$ cat config.mk
export PLATFORM = sky130hd
export DESIGN_NAME = pss_ctrl
export DESIGN_NICKNAME = d
export VERILOG_FILES = /design/src/pss_pkg.sv /design/src/pss_ctrl.sv
export VERILOG_INCLUDE_DIRS = /design/src
export SDC_FILE = /design/constraint.sdc
export NUM_CORES = 1
export LEC_CHECK = 0
export BUFFER_PORTS_ARGS = -buffer_cell sky130_fd_sc_hd__buf_2
export CAP_MARGIN = 20
export CORE_MARGIN = 1.5
export CORE_UTILIZATION = 25
export CTS_BUF_LIST = sky130_fd_sc_hd__clkbuf_4 sky130_fd_sc_hd__clkbuf_8 sky130_fd_sc_hd__clkbuf_16
export DETAILED_ROUTE_END_ITERATION = 7
export PLACE_DENSITY = 0.57
export SYNTH_ARGS = -nofsm -noshare
export SYNTH_HDL_FRONTEND = slang
export SYNTH_SLANG_ARGS = --single-unit
export TNS_END_PERCENT = 100
$ cat constraint.sdc
create_clock -name I_CORE_CLK -period 2.2 [get_ports I_CORE_CLK]
set_input_delay 0 -clock I_CORE_CLK [delete_from_list [all_inputs] [get_ports I_CORE_CLK]]
set_output_delay 0 -clock I_CORE_CLK [all_outputs]
set_load 0.02 [all_outputs]
$ cat src/pss_params.svh
// Constants for the PLL output stop and programming select block.
`ifndef PSS_PARAMS_SVH
`define PSS_PARAMS_SVH

// ----------------------------------------------------------------------------
// Configuration bit positions
// ----------------------------------------------------------------------------
`define PSS_CFG_WIDTH 64
`define PSS_BIT_PLL_OFF 57
`define PSS_BIT_STOP_LEVEL 58
`define PSS_BIT_STOP_GATED 59

// ----------------------------------------------------------------------------
// Reset values
// ----------------------------------------------------------------------------
`define PSS_TDO_RESET 1'b0
`define PSS_STOP_LEVEL_RESET 1'b0

// ----------------------------------------------------------------------------
// Timing
// ----------------------------------------------------------------------------
`define PSS_CLK_PERIOD_NS 100
`define PSS_IR_LEN 4

`endif

$ cat src/pss_pkg.sv
// Types for the PLL output stop and programming select block.
package pss_pkg;

	// ------------------------------------------------------------------------
	// TAP controller states
	// ------------------------------------------------------------------------
	typedef enum logic [3:0] {
		TAP_RESET, TAP_IDLE, TAP_SEL_DR, TAP_CAP_DR, TAP_SHIFT_DR, TAP_EXIT1_DR,
		TAP_PAUSE_DR, TAP_EXIT2_DR, TAP_UPD_DR, TAP_SEL_IR, TAP_CAP_IR,
		TAP_SHIFT_IR, TAP_EXIT1_IR, TAP_PAUSE_IR, TAP_EXIT2_IR, TAP_UPD_IR
	} pss_tap_state_t;

	// ------------------------------------------------------------------------
	// Carriers
	// ------------------------------------------------------------------------
	typedef struct packed {
		logic [1:0] bank_outputs;
		logic feedback_out_true;
		logic feedback_out_comp;
	} pss_clk_out_t;

	typedef struct packed {
		logic [1:0] strap_hi;
		logic [1:0] strap_lo;
	} pss_i2c_addr_t;

endpackage : pss_pkg

$ cat src/pss_ctrl.sv
// Output stop, PLL bypass, lock flag and serial port select control.
`timescale 1ns/1ns
`include "pss_params.svh"

// Summary of operation
// - Bypass pin or bit 57 routes reference out.
// - PLL active only when both cleared.
// - Power-down low halts inputs and switching.
// - Mode pin low, bit59 low: tri-state.
// - Mode pin or bit59 high: gated stop.
// - Bit 58 picks stopped levels, feedback complement inverted.
// - Lock flag high only when PLL locked.
// - Select high JTAG; low I2C, TAP reset.
// - Test reset low resets JTAG logic.
// - Serial out changes on falling edge, else off.
// - TAP samples TMS on rising test clock.
// - TDI captured on rising test clock.
// - Three-level straps set I2C address.
module pss_ctrl #(
	parameter int CFG_WIDTH = `PSS_CFG_WIDTH,
	parameter int IR_LEN = `PSS_IR_LEN
) (
	// Clock and reset
	input wire logic I_CORE_CLK,
	input wire logic I_RST,
	// Control pins
	input wire logic I_PLL_BYPASS,
	input wire logic I_POWER_DOWN_N,
	input wire logic I_STOP_MODE_PIN,
	input wire logic I_BANK_OUTPUT_ENABLE_N,
	input wire logic [CFG_WIDTH-1:0] I_CFG,
	// Clock path
	input wire logic I_REF_CLK,
	input wire logic I_PLL_CLK,
	input wire logic I_PLL_LOCKED,
	// Serial port
	input wire logic I_IF_SELECT,
	input wire logic I_TEST_RESET_N,
	input wire logic I_TEST_CLOCK,
	input wire logic I_TMS,
	input wire logic I_TDI,
	input wire logic [1:0] I_I2C_ADDR_STRAP_HI,
	input wire logic [1:0] I_I2C_ADDR_STRAP_LO,
	// Outputs
	output pss_pkg::pss_clk_out_t O_CLK,
	output logic O_CLK_OE,
	output logic O_PLL_ENABLE,
	output logic O_LOCK,
	output logic O_TDO,
	output logic O_TDO_OE,
	output logic O_JTAG_ACTIVE,
	output pss_pkg::pss_i2c_addr_t O_I2C_ADDR
);

	// ------------------------------------------------------------------------
	// Elaboration checks
	// ------------------------------------------------------------------------
	if (CFG_WIDTH <= `PSS_BIT_STOP_GATED) begin : g_bad_cfg
		$error("Configuration word too narrow for stop bits.");
	end
	if (IR_LEN < 2) begin : g_bad_ir
		$error("Instruction register must hold at least two bits.");
	end

	// ------------------------------------------------------------------------
	// Input synchronisers
	// ------------------------------------------------------------------------
	localparam int NS = 16;
	logic [NS-1:0] raw_in;
	logic [NS-1:0] s1_q;
	logic [NS-1:0] s2_q;
	logic [NS-1:0] s1_d;
	logic [NS-1:0] s2_d;
	assign raw_in = {I_PLL_BYPASS, I_POWER_DOWN_N, I_STOP_MODE_PIN, I_BANK_OUTPUT_ENABLE_N,
		I_REF_CLK, I_PLL_CLK, I_PLL_LOCKED, I_IF_SELECT, I_TEST_RESET_N, I_TEST_CLOCK,
		I_TMS, I_TDI, I_I2C_ADDR_STRAP_HI, I_I2C_ADDR_STRAP_LO};

	always_comb begin
		s1_d = raw_in;
		s2_d = s1_q;
	end

	always_ff @(posedge I_CORE_CLK) begin
		s1_q <= s1_d;
		s2_q <= s2_d;
	end

	logic bypass_s, pd_n_s, mode_s, oe_n_s, ref_s, pllc_s, lock_s;
	logic sel_s, trst_n_s, tck_s, tms_s, tdi_s;
	logic [1:0] ahi_s, alo_s;
	assign {bypass_s, pd_n_s, mode_s, oe_n_s, ref_s, pllc_s, lock_s,
		sel_s, trst_n_s, tck_s, tms_s, tdi_s, ahi_s, alo_s} = s2_q;

	// ------------------------------------------------------------------------
	// Output clock path and stop control
	// ------------------------------------------------------------------------
	logic pll_off;
	logic stop_gated;
	logic stop_level;
	logic src_clk;
	assign pll_off = bypass_s | I_CFG[`PSS_BIT_PLL_OFF];
	assign stop_gated = mode_s | I_CFG[`PSS_BIT_STOP_GATED];
	assign stop_level = I_CFG[`PSS_BIT_STOP_LEVEL];
	assign src_clk = pll_off ? ref_s : pllc_s;

	logic src_prev_q, src_prev_d;
	logic stopped_q, stopped_d;
	pss_pkg::pss_clk_out_t clk_q, clk_d;
	logic clk_oe_q, clk_oe_d;
	logic pll_en_q, pll_en_d;
	logic lock_q, lock_d;
	logic want_stop;
	logic at_boundary;
	logic lvl;

	assign want_stop = oe_n_s | ~pd_n_s;
	assign lvl = ~stop_level;
	// A falling edge of the output leaves it low, so the stop level is reached
	// without a truncated high pulse.
	assign at_boundary = src_prev_q & ~src_clk;

	always_comb begin
		src_prev_d = pd_n_s ? src_clk : src_prev_q;
		stopped_d = stopped_q;
		if (want_stop != stopped_q && (at_boundary || !pd_n_s)) begin
			stopped_d = want_stop;
		end
		clk_d = clk_q;
		clk_oe_d = 1'b1;
		if (stopped_d) begin
			if (stop_gated) begin
				clk_d.bank_outputs = {2{lvl}};
				clk_d.feedback_out_true = lvl;
				clk_d.feedback_out_comp = ~lvl;
			end else begin
				clk_oe_d = 1'b0;
			end
		end else if (pd_n_s) begin
			clk_d.bank_outputs = {2{src_clk}};
			clk_d.feedback_out_true = src_clk;
			clk_d.feedback_out_comp = ~src_clk;
		end
		pll_en_d = ~pll_off & pd_n_s;
		lock_d = lock_s & ~pll_off & pd_n_s;
	end

	always_ff @(posedge I_CORE_CLK) begin
		if (I_RST) begin
			src_prev_q <= 1'b0;
			stopped_q <= 1'b1;
			clk_q <= '0;
			clk_oe_q <= 1'b0;
			pll_en_q <= 1'b0;
			lock_q <= 1'b0;
		end else begin
			src_prev_q <= src_prev_d;
			stopped_q <= stopped_d;
			clk_q <= clk_d;
			clk_oe_q <= clk_oe_d;
			pll_en_q <= pll_en_d;
			lock_q <= lock_d;
		end
	end

	// ------------------------------------------------------------------------
	// TAP controller on sampled test clock edges
	// ------------------------------------------------------------------------
	logic tck_prev_q, tck_prev_d;
	logic tck_rise, tck_fall;
	logic tap_force;
	pss_pkg::pss_tap_state_t tap_q, tap_d;
	logic [IR_LEN-1:0] ir_q, ir_d;
	logic dr_q, dr_d;
	logic tdo_q, tdo_d;
	logic tdo_oe_q, tdo_oe_d;
	logic jtag_q, jtag_d;
	pss_pkg::pss_i2c_addr_t addr_q, addr_d;

	assign tck_rise = tck_s & ~tck_prev_q;
	assign tck_fall = ~tck_s & tck_prev_q;
	// Test reset and interface select act without waiting for a test clock edge.
	assign tap_force = ~trst_n_s | ~sel_s;

	always_comb begin
		tck_prev_d = tck_s;
		tap_d = tap_q;
		ir_d = ir_q;
		dr_d = dr_q;
		tdo_d = tdo_q;
		tdo_oe_d = tdo_oe_q;
		jtag_d = sel_s;
		addr_d = addr_q;
		if (tap_force) begin
			tap_d = pss_pkg::TAP_RESET;
			tdo_oe_d = 1'b0;
		end else if (tck_rise) begin
			case (tap_q)
				pss_pkg::TAP_RESET: tap_d = tms_s ? pss_pkg::TAP_RESET : pss_pkg::TAP_IDLE;
				pss_pkg::TAP_IDLE: tap_d = tms_s ? pss_pkg::TAP_SEL_DR : pss_pkg::TAP_IDLE;
				pss_pkg::TAP_SEL_DR: tap_d = tms_s ? pss_pkg::TAP_SEL_IR : pss_pkg::TAP_CAP_DR;
				pss_pkg::TAP_CAP_DR: tap_d = tms_s ? pss_pkg::TAP_EXIT1_DR : pss_pkg::TAP_SHIFT_DR;
				pss_pkg::TAP_SHIFT_DR: tap_d = tms_s ? pss_pkg::TAP_EXIT1_DR : pss_pkg::TAP_SHIFT_DR;
				pss_pkg::TAP_EXIT1_DR: tap_d = tms_s ? pss_pkg::TAP_UPD_DR : pss_pkg::TAP_PAUSE_DR;
				pss_pkg::TAP_PAUSE_DR: tap_d = tms_s ? pss_pkg::TAP_EXIT2_DR : pss_pkg::TAP_PAUSE_DR;
				pss_pkg::TAP_EXIT2_DR: tap_d = tms_s ? pss_pkg::TAP_UPD_DR : pss_pkg::TAP_SHIFT_DR;
				pss_pkg::TAP_UPD_DR: tap_d = tms_s ? pss_pkg::TAP_SEL_DR : pss_pkg::TAP_IDLE;
				pss_pkg::TAP_SEL_IR: tap_d = tms_s ? pss_pkg::TAP_RESET : pss_pkg::TAP_CAP_IR;
				pss_pkg::TAP_CAP_IR: tap_d = tms_s ? pss_pkg::TAP_EXIT1_IR : pss_pkg::TAP_SHIFT_IR;
				pss_pkg::TAP_SHIFT_IR: tap_d = tms_s ? pss_pkg::TAP_EXIT1_IR : pss_pkg::TAP_SHIFT_IR;
				pss_pkg::TAP_EXIT1_IR: tap_d = tms_s ? pss_pkg::TAP_UPD_IR : pss_pkg::TAP_PAUSE_IR;
				pss_pkg::TAP_PAUSE_IR: tap_d = tms_s ? pss_pkg::TAP_EXIT2_IR : pss_pkg::TAP_PAUSE_IR;
				pss_pkg::TAP_EXIT2_IR: tap_d = tms_s ? pss_pkg::TAP_UPD_IR : pss_pkg::TAP_SHIFT_IR;
				default: tap_d = tms_s ? pss_pkg::TAP_SEL_DR : pss_pkg::TAP_IDLE;
			endcase
			if (tap_q == pss_pkg::TAP_SHIFT_IR) begin
				ir_d = {tdi_s, ir_q[IR_LEN-1:1]};
			end else if (tap_q == pss_pkg::TAP_CAP_IR) begin
				ir_d = {{(IR_LEN-1){1'b0}}, 1'b1};
			end
			if (tap_q == pss_pkg::TAP_SHIFT_DR) begin
				dr_d = tdi_s;
			end
		end else if (tck_fall) begin
			if (tap_q == pss_pkg::TAP_SHIFT_IR) begin
				tdo_d = ir_q[0];
				tdo_oe_d = 1'b1;
			end else if (tap_q == pss_pkg::TAP_SHIFT_DR) begin
				tdo_d = dr_q;
				tdo_oe_d = 1'b1;
			end else begin
				tdo_oe_d = 1'b0;
			end
		end
		if (!sel_s) begin
			// Straps share the serial pins, so they are only taken while select is low.
			addr_d.strap_hi = ahi_s;
			addr_d.strap_lo = alo_s;
		end
	end

	always_ff @(posedge I_CORE_CLK) begin
		if (I_RST) begin
			tck_prev_q <= 1'b0;
			tap_q <= pss_pkg::TAP_RESET;
			ir_q <= '0;
			dr_q <= 1'b0;
			tdo_q <= `PSS_TDO_RESET;
			tdo_oe_q <= 1'b0;
			jtag_q <= 1'b0;
			addr_q <= '0;
		end else begin
			tck_prev_q <= tck_prev_d;
			tap_q <= tap_d;
			ir_q <= ir_d;
			dr_q <= dr_d;
			tdo_q <= tdo_d;
			tdo_oe_q <= tdo_oe_d;
			jtag_q <= jtag_d;
			addr_q <= addr_d;
		end
	end

	assign O_CLK = clk_q;
	assign O_CLK_OE = clk_oe_q;
	assign O_PLL_ENABLE = pll_en_q;
	assign O_LOCK = lock_q;
	assign O_TDO = tdo_q;
	assign O_TDO_OE = tdo_oe_q;
	assign O_JTAG_ACTIVE = jtag_q;
	assign O_I2C_ADDR = addr_q;

endmodule : pss_ctrl

# ---- Word level (Yosys, flattened, before mapping)
# Cells that the tools add are included.
dict set report word_totals {
  regBits 58
  input_bits 82
}
dict set report classes {
  eq_ne 14
  muxes 26
  n_bitwise 20
  n_reduce_logical 15
}
# operator n
set op_table {}
lappend op_table {{4-bit case mux with 11 select lines} 1}
lappend op_table {{4-bit 2-to-1 mux} 9}
lappend op_table {{4-bit equality test (second input constant)} 6}
lappend op_table {{4-bit by 3-bit equality test with 1-bit output (second input constant)} 4}
lappend op_table {{1-bit 2-to-1 mux} 11}
lappend op_table {{1-bit NOT} 10}
lappend op_table {{4-bit by 2-bit equality test with 1-bit output (second input constant)} 2}
lappend op_table {{1-bit AND} 6}
lappend op_table {{2-bit 2-to-1 mux} 3}
lappend op_table {{3-bit 2-to-1 mux} 2}
lappend op_table {{3-bit AND reduction} 2}
lappend op_table {{2-bit nonzero test} 3}
lappend op_table {{2-bit OR reduction} 3}
lappend op_table {{4-bit zero test} 1}
lappend op_table {{1-bit OR} 4}
lappend op_table {{2-bit AND reduction} 2}
lappend op_table {{4-bit AND reduction} 1}
lappend op_table {{2-bit inequality test (second input constant)} 1}
lappend op_table {{1-bit logical AND} 1}
lappend op_table {{1-bit zero test} 1}
lappend op_table {{1-bit logical OR} 1}
lappend op_table {{1-bit inequality test} 1}

# ---- Longest topological paths before layout
# Gate-level depths: netlist of run 1.
dict set report logic_depth {
  ltp_word 9
  ltp_mapped 5
}

# ---- Least setup slack after synthesis of run 1
# No wires, ideal clock.
dict set report synth_path {
  path_kind {reg2reg}
  from {register tap_q[0]}
  to {register tdo_q, in the netlist O_TDO}
  setup_ps 86
  arrival_ps 1507
  required_ps 2114
  slack_ps 608
  stages_incl_launch_ff 6
  n_path_buf 1
  synth_period_minus_slack_ps 1592
  cell_sequence {dfxtp_1 buf_6 or4b_4 a2111oi_4 nor2_1 a211oi_1}
}
dict set report synth_between {
  elab_chain_len 3
  word_cells_on_any_way 5
  classes_between {eq/ne (2); mux (1); reduce/logical (2)}
}
# element line
set synth_rtl {}
lappend synth_rtl {{from (decl)} pss_ctrl.sv:171} ;# pss_pkg::pss_tap_state_t tap_q, tap_d;
lappend synth_rtl {{from (signal assigned)} pss_ctrl.sv:244} ;# tap_q <= pss_pkg::TAP_RESET;
lappend synth_rtl {{from (signal assigned)} pss_ctrl.sv:253} ;# tap_q <= tap_d;
lappend synth_rtl {{4-bit equality test / 4-bit by 3-bit equality test with 1-bit output (equally long branches)} {pss_ctrl.sv:224, pss_ctrl.sv:227}}
lappend synth_rtl {{2-bit nonzero test (no source line)} -}
lappend synth_rtl {{4-bit AND reduction (no source line)} -}
lappend synth_rtl {{to (signal assigned)} pss_ctrl.sv:247} ;# tdo_q <= `PSS_TDO_RESET;
lappend synth_rtl {{to (signal assigned)} pss_ctrl.sv:256} ;# tdo_q <= tdo_d;
lappend synth_rtl {{to (decl)} pss_ctrl.sv:174} ;# logic tdo_q, tdo_d;
# Several ways; a longest one is shown, not always the timed one.
# A chain may end at the register's enable or synchronous reset.

# ---- Worst setup path in the final report of run 1
dict set report layout_path {
  from {register tap_q[3]}
  to {register tdo_q, in the netlist O_TDO}
}
# The elaborated chain is that of the path after synthesis.

==> reports/qor.yml, run 1 <==
max_clock_freq_ghz: 0.566
synth_common_cells: "dfxtp_1, nor2_1, a21oi_1"
clk_latency_ns: 0.30
cts_buffer_depth: 2
clkTransAtPathRegs_ns: 0.10
end_kind: "flip-flop"
power_density_nw_per_um2: 784
cts_resized: 0
synth_area_sq_um: 1870
die_x_um: 89.4
start_util_pct: 25.7
wl_um: 3260
synth.largest_area_cell: "dfxtp_1"
syn_avg_cell_area_sq_um: 10.8
drt_iter0_drc: 115
grt_pass1_wl_um: 5260
layoutNonFillerInstCount: 322
ant_nets: 0
io_buffers: 34
gr-usage-all-layers_pct: 8.83
die_y_um: 89.4
fin_setup_tns_ns: 0
placedCellCount: 297
slew-limit-headroom_pct: 60.5
ys_seq_area_share_pct: 60.1
vias_per_cell: 4.20
cts_tree: "yes"
first_pass_iters: 4
final_util_pct: 33.2
rows: 31
cp_max_fo: 15
skew_ns: 0.00729
core_sq_um: 7250
cts_inserted_buffers: 5
synth.area.top_cells: "dfxtp_1, mux2i_1, nor2_1"
wl_per_cell_um: 10.1
cap_violations: 0
dp_hpwl_um: 2210
cp-start-kind: "flip-flop"
synth_warnings: 0
power_leakage_nw: 0.978
synth_edf_count: 0
synth.most_common_cell: "dfxtp_1"
hold_buffers: 17
ir_drop_mv: 0.360
n_antenna_cell: 0
hold_path_class: "in -> reg"
final-setup-viol-count: 0
root_buffer: "clkbuf_8"
synthFlopType: "dfxtp_1"
place.gp.congestion: 0.692
critical_path_arrival_ns: 2.00
slew_viol_final: 0
dr_total_vias: 1353
postSynthCellCount: 172
synth.distinct_cells: 45
syn_nets: 254
drc: 0
nets: 304
h-tree-depth: 2
grt_max_degree: 19
ys_async_sr_fraction_pct: 0
gr-total-overflow: 0
syn_to_final_growth_pct: 29.2
antenna_found_initial: 0
grt_pass1_vias: 1182
worst_slew_pin_slew_ns: 0.591
fin_crit_ns: 1.77
cp.required_ns: 2.43
synth_top_area_share_pct: 60.1
drive_gt1_share_pct: 22.9
cts_num_sinks: 56
io_pins: 96
path_class: "reg -> reg"
status: "finished, final reports clean"
synth_seq_cells: 56
hold_viol_final: 0
grt_setup_unrepaired: "false"
postCtsSetupBuffers: 0
die_area_sq_um: 7990
period_share_pct: 80.3
==> worst max-delay path, cell delays in order (launching register included) <==
cell and delay, ns:
dfxtp_1 0.63, nand4b_1 0.34, a2111oi_4 0.46, nor2_1 0.07
a211oi_1 0.19
==> path summary, 6_finish.rpt <==
check,from,to,slack (ns),depth (start not counted)
min,I_RST,dr_q$_SDFFE_PP0P_,0.05,2
max reg2reg,tap_q[3]$_SDFFE_PP0P_,O_TDO$_SDFFE_PP0P_,0.43,4
max,tap_q[3]$_SDFFE_PP0P_,O_TDO$_SDFFE_PP0P_,0.43,4
min reg2reg,s1_q[1]$_DFF_P_,s2_q[1]$_DFF_P_,0.33,0
==> flip-flops by register name, summed over array words and instances, names as in the netlist <==
signal and flops:
O_CLK_OE 1, ir_q 4, O_TDO 1, O_LOCK 1, src_prev_q 1, O_JTAG_ACTIVE 1
tap_q 4, s1_q 16, O_CLK 2, dr_q 1, stopped_q 1, O_I2C_ADDR 4
s2_q 16, O_TDO_OE 1, O_PLL_ENABLE 1, tck_prev_q 1
==> cell type report <==
class,count,area [sq um]
Tap cell,99,124
Clock inverter,3,46.3
Fill cell,738,4840
Timing Repair Buffer,54,363
Multi-Input combinational cell,97,657
Inverter,8,30.0
Sequential cell,56,1120
Clock buffer,5,68.8
==> kinds of logic after synthesis <==
logic type             Yosys count  share of synthesized area, %
AOI/OAI and AO/OA               35                          14.5
buffers and inverters           19                          4.69
DFF                             56                          60.1
muxes                            9                          4.90
and+or+nand+nor                 53                          15.8
==> cells in the final DEF, fill, tap and decap left out, types with 2 or more instances in the layout <==
cell type / n
nand2_1: 5
dfxtp_1: 56
clkbuf_8: 5
and2_1: 3
nand2b_1: 4
mux2i_1: 8
o21ai_0: 4
inv_1: 8
a21oi_1: 9
buf_2: 34
or3_1: 2
buf_4: 3
o211ai_1: 2
nand3_1: 7
nor2b_1: 6
a311oi_1: 4
nor3_1: 2
dlygate4sd3_1: 17
nor2_1: 15
==> per-stage QoR <==
step,power (mW),worst slack [ns],hold WS (ns),area [sq um]
final,1.89,0.433,0.0546,2410
after global placement,1.21,0.491,0.102,2120
after CTS,1.92,0.443,0.0477,2410
after global routing,1.98,0.255,0.0592,2410
after floorplan,1.17,0.608,0.0277,1870
after detailed placement,1.21,0.462,0.104,2120
==> where the power goes <==
part	internal [mW]	switching (mW)
registers	1.06	0.0219
logic	0.0670	0.0640
clock network	0.345	0.332
total	1.47	0.417
==> layer usage <==
metal  wire length (um)  track usage, %  vias to the layer above
met5                  0               0                        -
met4                 63            4.62                        0
met3                179            3.14                        6
met2               1530            13.9                       30
met1               1490            10.6                      613
li1                   -               -                      704
(Power assumes the default switching activity.)
==> run 2: changes to the inputs <==
ABC_AREA = 1   (was default)
PLACE_DENSITY = 0.59   (was 0.57)
clock period = 1.5 ns   (was 2.2 ns; I/O delays follow)
==> reports/qor.yml, run 2 <==
nets: 357  # +17%
antenna_found_initial: 0  # unchanged
n_antenna_cell: 0  # unchanged
dp_hpwl_um: 2540  # +15%
worst_slew_pin_slew_ns: 0.345  # -0.246 ns
final_cell_mix: "dfxtp_1, nand2_1, buf_2"
root_buffer: "clkbuf_8"
synth.most_common_cell: "dfxtp_1"
slowest_stage: "dfxtp_1"
power_density_nw_per_um2: 1120  # +43%
rows: 31  # unchanged
status: "finished, final reports clean"
cts_num_sinks: 56  # unchanged
slew_viol_final: 0  # unchanged
synth_common_cells: "dfxtp_1, nand2_1, nor2_1"
cp-startpoint: "tap_q[2]$_SDFFE_PP0P_"
grt_pass1_vias: 1450  # +23%
crit_chain: "inv_2, nand2_2, nor2_1, a21oi_1, nand2_1, nor2_1, nand2_1, nand2_1, a21oi_2"
r2r-end: "tap_q[1]$_SDFFE_PP0P_"
end_kind: "flip-flop"
path_delay_family: "simple AND/OR/NAND/NOR gates"
hp-start: "I_CFG[58]"
cts_tree: "yes"
wl_per_cell_um: 9.61  # -5.1%
syn_to_final_growth_pct: 31.1
reg2reg_depth: 9  # +5
top_regs: "s1_q: 16 flops, s2_q: 16 flops"
hold_ws_ns: 0.0522  # -0.00243 ns
die_area_sq_um: 8060  # +0.91%
cts_inserted_buffers: 5  # unchanged
max_clock_freq_ghz: 0.712  # +26%
period_share_pct: 93.7  # +13 points
h-tree-depth: 2  # unchanged
final-setup-viol-count: 0  # unchanged
pre_cts_ws_ns: 0.0587  # -0.404 ns
worst_slack_ns: 0.0947  # -0.339 ns
ys_seq_area_share_pct: 59.5  # -0.56 points
drt-met1-wl_um: 1650  # +10%
cts_buffer_depth: 2  # unchanged
drive_gt1_share_pct: 22.1  # -0.77 points
max_stage_delay_ns: 0.47  # -0.16 ns
gr-usage-all-layers_pct: 9.41  # +0.58 points
skew_ns: 0.0109  # +0.00360 ns
cp_common_cell: "nand2_1"
ant_nets: 0  # unchanged
synth_seq_cells: 56  # unchanged
grt_pass1_wl_um: 6200  # +18%
final_util_pct: 34.0  # +0.81 points
power_leakage_nw: 1.13  # +16%
gr-total-overflow: 0  # unchanged
synth_top_area_share_pct: 59.5  # -0.56 points
cp-start-kind: "flip-flop"
clkTransAtPathRegs_ns: 0.10  # about the same
syn_avg_cell_area_sq_um: 8.64  # -20%
io_pins: 96  # unchanged
drt_iter0_drc: 173  # +50%
layoutNonFillerInstCount: 375  # +16%
synth.largest_area_cell: "dfxtp_1"
synth_area_sq_um: 1880  # +0.94%
vias_per_cell: 4.17  # -0.87%
core_sq_um: 7250  # unchanged
cap_violations: 0  # unchanged
cp_max_fo: 7  # -8
die_x_um: 89.8  # +0.45%
synth.distinct_cells: 26  # -42%
power_mw: 2.77  # +47%
synth_warnings: 0  # unchanged
hold_path_class: "in -> reg"
placedCellCount: 348  # +17%
dr_wl_met3_um: 147  # -18%
worstPathBufferInverterCount: 1  # +1
slew-limit-headroom_pct: 77.0  # +16 points
path_class: "reg -> reg"
wl_um: 3600  # +11%
place_area_sq_um: 2160  # +1.6%
cp.depth: 9  # +5
synth.area.top_cells: "dfxtp_1, nand2_1, nor2_1"
clk_latency_ns: 0.31  # about the same
highest-signal-layer: "met4"
ys_async_sr_fraction_pct: 0  # unchanged
die_y_um: 89.8  # +0.45%
ir_drop_mv: 0.789  # +120%
final_common_cell: "dfxtp_1"
wl_met2_um: 1750  # +14%
postSynthCellCount: 218  # +27%
synthFlopType: "dfxtp_1"
place.gp.congestion: 0.846  # +22%
design_area_sq_um: 2470  # +2.4%
critical_path_arrival_ns: 1.61  # -0.39 ns
grt_setup_unrepaired: "false"
syn_nets: 300  # +18%
synth_edf_count: 0  # unchanged
dr_total_vias: 1562  # +15%
grt_max_degree: 19  # unchanged
fin_setup_tns_ns: 0  # unchanged
cp.required_ns: 1.70  # -0.73 ns
reg2reg_slack_ns: 0.09  # -0.34 ns
start_util_pct: 26.0  # +0.24 points
crit_end: "tap_q[1]$_SDFFE_PP0P_"
drc: 0  # unchanged
hold_viol_final: 0  # unchanged
r2r-start: "tap_q[2]$_SDFFE_PP0P_"
fin_crit_ns: 1.41  # -0.361 ns
first_pass_iters: 4  # unchanged
io_buffers: 34  # unchanged
[run 2: cells by family after synthesis]
| family | after synthesis | share of synthesized area, % |
|---|---|---|
| compound gates | 30 | 8.64 |
| flops | 56 | 59.5 |
| buf+inv | 30 | 7.11 |
| simple gates | 102 | 24.7 |
[run 2: worst min path at each step]
stage | endpoint | cells after the start
after CTS | O_CLK[2]$_SDFFE_PP0P_ | 4
after global routing | O_CLK[2]$_SDFFE_PP0P_ | 4
after floorplan | s1_q[0]$_DFF_P_ | 0
after global placement | s1_q[13]$_DFF_P_ | 1
after detailed placement | s1_q[6]$_DFF_P_ | 1
final | O_CLK[2]$_SDFFE_PP0P_ | 4
[run 2: timing repair]
action,CTS,global route
setup buffers,0,0
hold buffers,19,0
gates resized for setup,0,4
hold endpoints to repair,19,0
endpoints found under the setup margin,0,7
[run 2: final cells by class]
type                    count  area [sq um]
fillers                   738          4780
flip-flops and latches     56          1120
multi-input cells         132           631
repair buffers             56           383
well taps                  99           124
inverters                  24          92.6
clock buffers               5          68.8
clock inverters             3          46.3
[run 2: layer usage]
metal	track usage, %	up-vias
li1	-	808
met4	4.37	0
met5	0	-
met3	2.54	7
met2	16.3	45
met1	10.7	702
[run 2: worst min-delay path: cells and delay by family]
family / cells / cell delay [ns]
AO/OA/AOI/OAI: 1 / 0.07
buffers and inverters: 1 / 0.08
AND/OR/NAND/NOR: 2 / 0.18
[run 2: power by group]
part	internal [mW]	leakage [nW]	switching, mW	total (mW)
logic	0.0881	0.604	0.0965	0.185
registers	1.55	0.467	0.0293	1.58
clock network	0.507	0.0600	0.498	1.00
==> run 3: changes to the inputs <==
ABC_AREA = 0   (was 1)
BUFFER_PORTS_ARGS = default   (was -buffer_cell sky130_fd_sc_hd__buf_2)
CTS_CLUSTER_DIAMETER = 80   (was default)
DONT_BUFFER_PORTS = 1   (was default)
PLACE_DENSITY = 0.48   (was 0.59)
==> reports/qor.yml, run 3 (synthesis gave the netlist of run 1 again) <==
grt_pass1_vias: 1182  # -18%
start_util_pct: 25.7  # -0.24 points
worst_slew_pin_slew_ns: 0.675  # +0.330 ns
wl_um: 3520  # -2.3%
crit_chain: "or3b_4, and4_1, or3_4, o211a_1"
final_common_cell: "dfxtp_1"
grt_pass1_wl_um: 5640  # -9.0%
crit_end: "O_CLK[2]$_SDFFE_PP0P_"
dr_total_vias: 1306  # -16%
p_int_mw: 2.13  # -0.90%
grt_max_degree: 17  # -2
h-tree-depth: 2  # unchanged
rows: 31  # unchanged
drc: 0  # unchanged
path_class: "reg -> reg"
fin_setup_tns_ns: -0.0657  # -0.0657 ns
critical_path_arrival_ns: 1.74  # +0.13 ns
die_area_sq_um: 7990  # -0.90%
reg2reg_slack_ns: -0.03  # -0.13 ns
place.gp.congestion: 0.763  # -9.9%
max_clock_freq_ghz: 0.652  # -8.4%
root_buffer: "clkbuf_8"
power_density_nw_per_um2: 1120  # about the same
io_buffers: 0  # -100%
dp_hpwl_um: 2400  # -5.5%
clk_latency_ns: 0.30  # about the same
vias_per_cell: 4.32  # +3.8%
die_x_um: 89.4  # -0.45%
fin_crit_ns: 1.53  # +0.129 ns
r2r-start: "s2_q[15]$_DFF_P_"
power_frac_comb_pct: 6.5  # -0.2 points
end_kind: "flip-flop"
hold_viol_final: 0  # unchanged
ant_nets: 0  # unchanged
switching_share_pct: 21.1  # -1.5 points
final_cell_mix: "dfxtp_1, dlygate4sd3_1, nor2_1, buf_4"
cap_violations: 0  # unchanged
violations: "negative setup slack"
ir_drop_mv: 0.548  # -31%
max_stage_delay_ns: 0.37  # -0.10 ns
slew_viol_final: 0  # unchanged
cp.required_ns: 1.70  # about the same
status: "complete, but fails checks"
syn_to_final_growth_pct: 28.6
clkTransAtPathRegs_ns: 0.09  # about the same
final-setup-viol-count: 2  # +2
wl_per_cell_um: 11.7  # +21%
gr-total-overflow: 0  # unchanged
cp-start-kind: "flip-flop"
power_mw: 2.69  # -2.7%
skew_ns: 0.00314  # -0.00775 ns
top_regs: "s1_q: 16 flops, s2_q: 16 flops"
switchingPower_uw: 567  # -9.0%
slew-limit-headroom_pct: 55.0  # -22 points
drive_gt1_share_pct: 19.7  # -2.4 points
hold_path_class: "in -> reg"
antenna_found_initial: 0  # unchanged
first_pass_iters: 4  # unchanged
cts_tree: "yes"
power_frac_clock_pct: 34.1  # -2.1 points
cts_num_sinks: 56  # unchanged
cp_max_fo: 3  # -4
io_pins: 96  # unchanged
worst_slack_ns: -0.0341  # -0.129 ns
power_leakage_nw: 0.913  # -19%
core_sq_um: 7250  # unchanged
seqPwrFrac_pct: 59.4  # +2.3 points
drt_iter0_drc: 74  # -57%
cts_buffer_depth: 2  # unchanged
nets: 286  # -20%
period_share_pct: 102  # +8.6 points
n_antenna_cell: 0  # unchanged
reg2reg_depth: 4  # -5
cp-startpoint: "s2_q[15]$_DFF_P_"
gr-usage-all-layers_pct: 9.39  # -0.023 points
r2r-end: "O_CLK[2]$_SDFFE_PP0P_"
slowest_stage: "or3b_4"
grt_setup_unrepaired: "true"
die_y_um: 89.4  # -0.45%
cts_inserted_buffers: 5  # unchanged
run 3: changes by cell type in the layout (fill, tap and decap cells not counted), sizes merged, moves of 6 or more:
cell   previous run  this run
nand2            42         5
nand3            13         7
nor2b             0         6
nor2             35        15
inv              25         8
mux2i             0         8
buf              37        17
o21ai            16         4
run 3: timing repair:
action	4_1_cts	5_1_grt
endpoints found under the hold margin	36	0
hold buffers	19	0
setup endpoints to repair	5	12
resized for setup	4	11
pin swaps	1	2
buffers inserted	0	0
run 3: critical path: cells and delay by family, from the launching register on:
kind	cells	cell delay (ns)
AO/OA/AOI/OAI	1	0.21
flip-flops	1	0.33
AND/OR/NAND/NOR	3	0.90
run 3: metrics by stage:
stage / instances / utilization [%] / hold slack, ns / area [sq um] / setup WS (ns)
floorplan: 172 / - / 0.0277 / 1870 / -0.0866
detailed placement: 277 / 28.5 / 0.0278 / 2070 / -0.0631
global route: 302 / 33.1 / 0.0222 / 2400 / -0.0855
finish: 302 / 33.1 / 0.0238 / 2400 / -0.0341
global placement: 277 / 28.5 / 0.0278 / 2070 / -0.0307
CTS: 302 / 32.6 / 0.0121 / 2360 / -0.0422
run 3: how the worst min path moves through the flow:
stage | slack, ns | startpoint | end | cells after the start
final | 0.02 | I_CFG[59] | O_CLK[0]$_SDFFE_PP0P_ | 3
after global routing | 0.02 | I_CFG[59] | O_CLK[0]$_SDFFE_PP0P_ | 3
after CTS | 0.01 | I_CFG[59] | O_CLK[0]$_SDFFE_PP0P_ | 3
after detailed placement | 0.03 | I_REF_CLK | s1_q[11]$_DFF_P_ | 0
after global placement | 0.03 | I_STOP_MODE_PIN | s1_q[13]$_DFF_P_ | 0
after floorplan | 0.03 | I_I2C_ADDR_STRAP_LO[0] | s1_q[0]$_DFF_P_ | 0
run 3: per-layer routing:
| layer | GRT usage, % | wire, um | up-vias |
|---|---|---|---|
| met2 | 14.3 | 1610 | 38 |
| met5 | 0 | 0 | - |
| met3 | 3.97 | 235 | 7 |
| met4 | 4.62 | 74 | 0 |
| li1 | - | - | 666 |
| met1 | 11.4 | 1600 | 595 |
run 3: cell type report:
cell class / count / area (sq um)
fill: 740 / 4850
inverter: 8 / 30.0
clock buffer: 5 / 68.8
clock inverter: 1 / 30.0
multi-input combinational: 97 / 694
timing repair buffer: 36 / 328
sequential: 56 / 1120
tap: 99 / 124
run 3: power by group through the flow:
stage               clock (mW)  combinational, mW  sequential, mW
floorplan                    0             0.0934            1.63
CTS                      0.979              0.173            1.60
detailed placement           0              0.127            1.64
global placement             0              0.126            1.64
finish                   0.919              0.176            1.60
global route              1.03              0.194            1.61
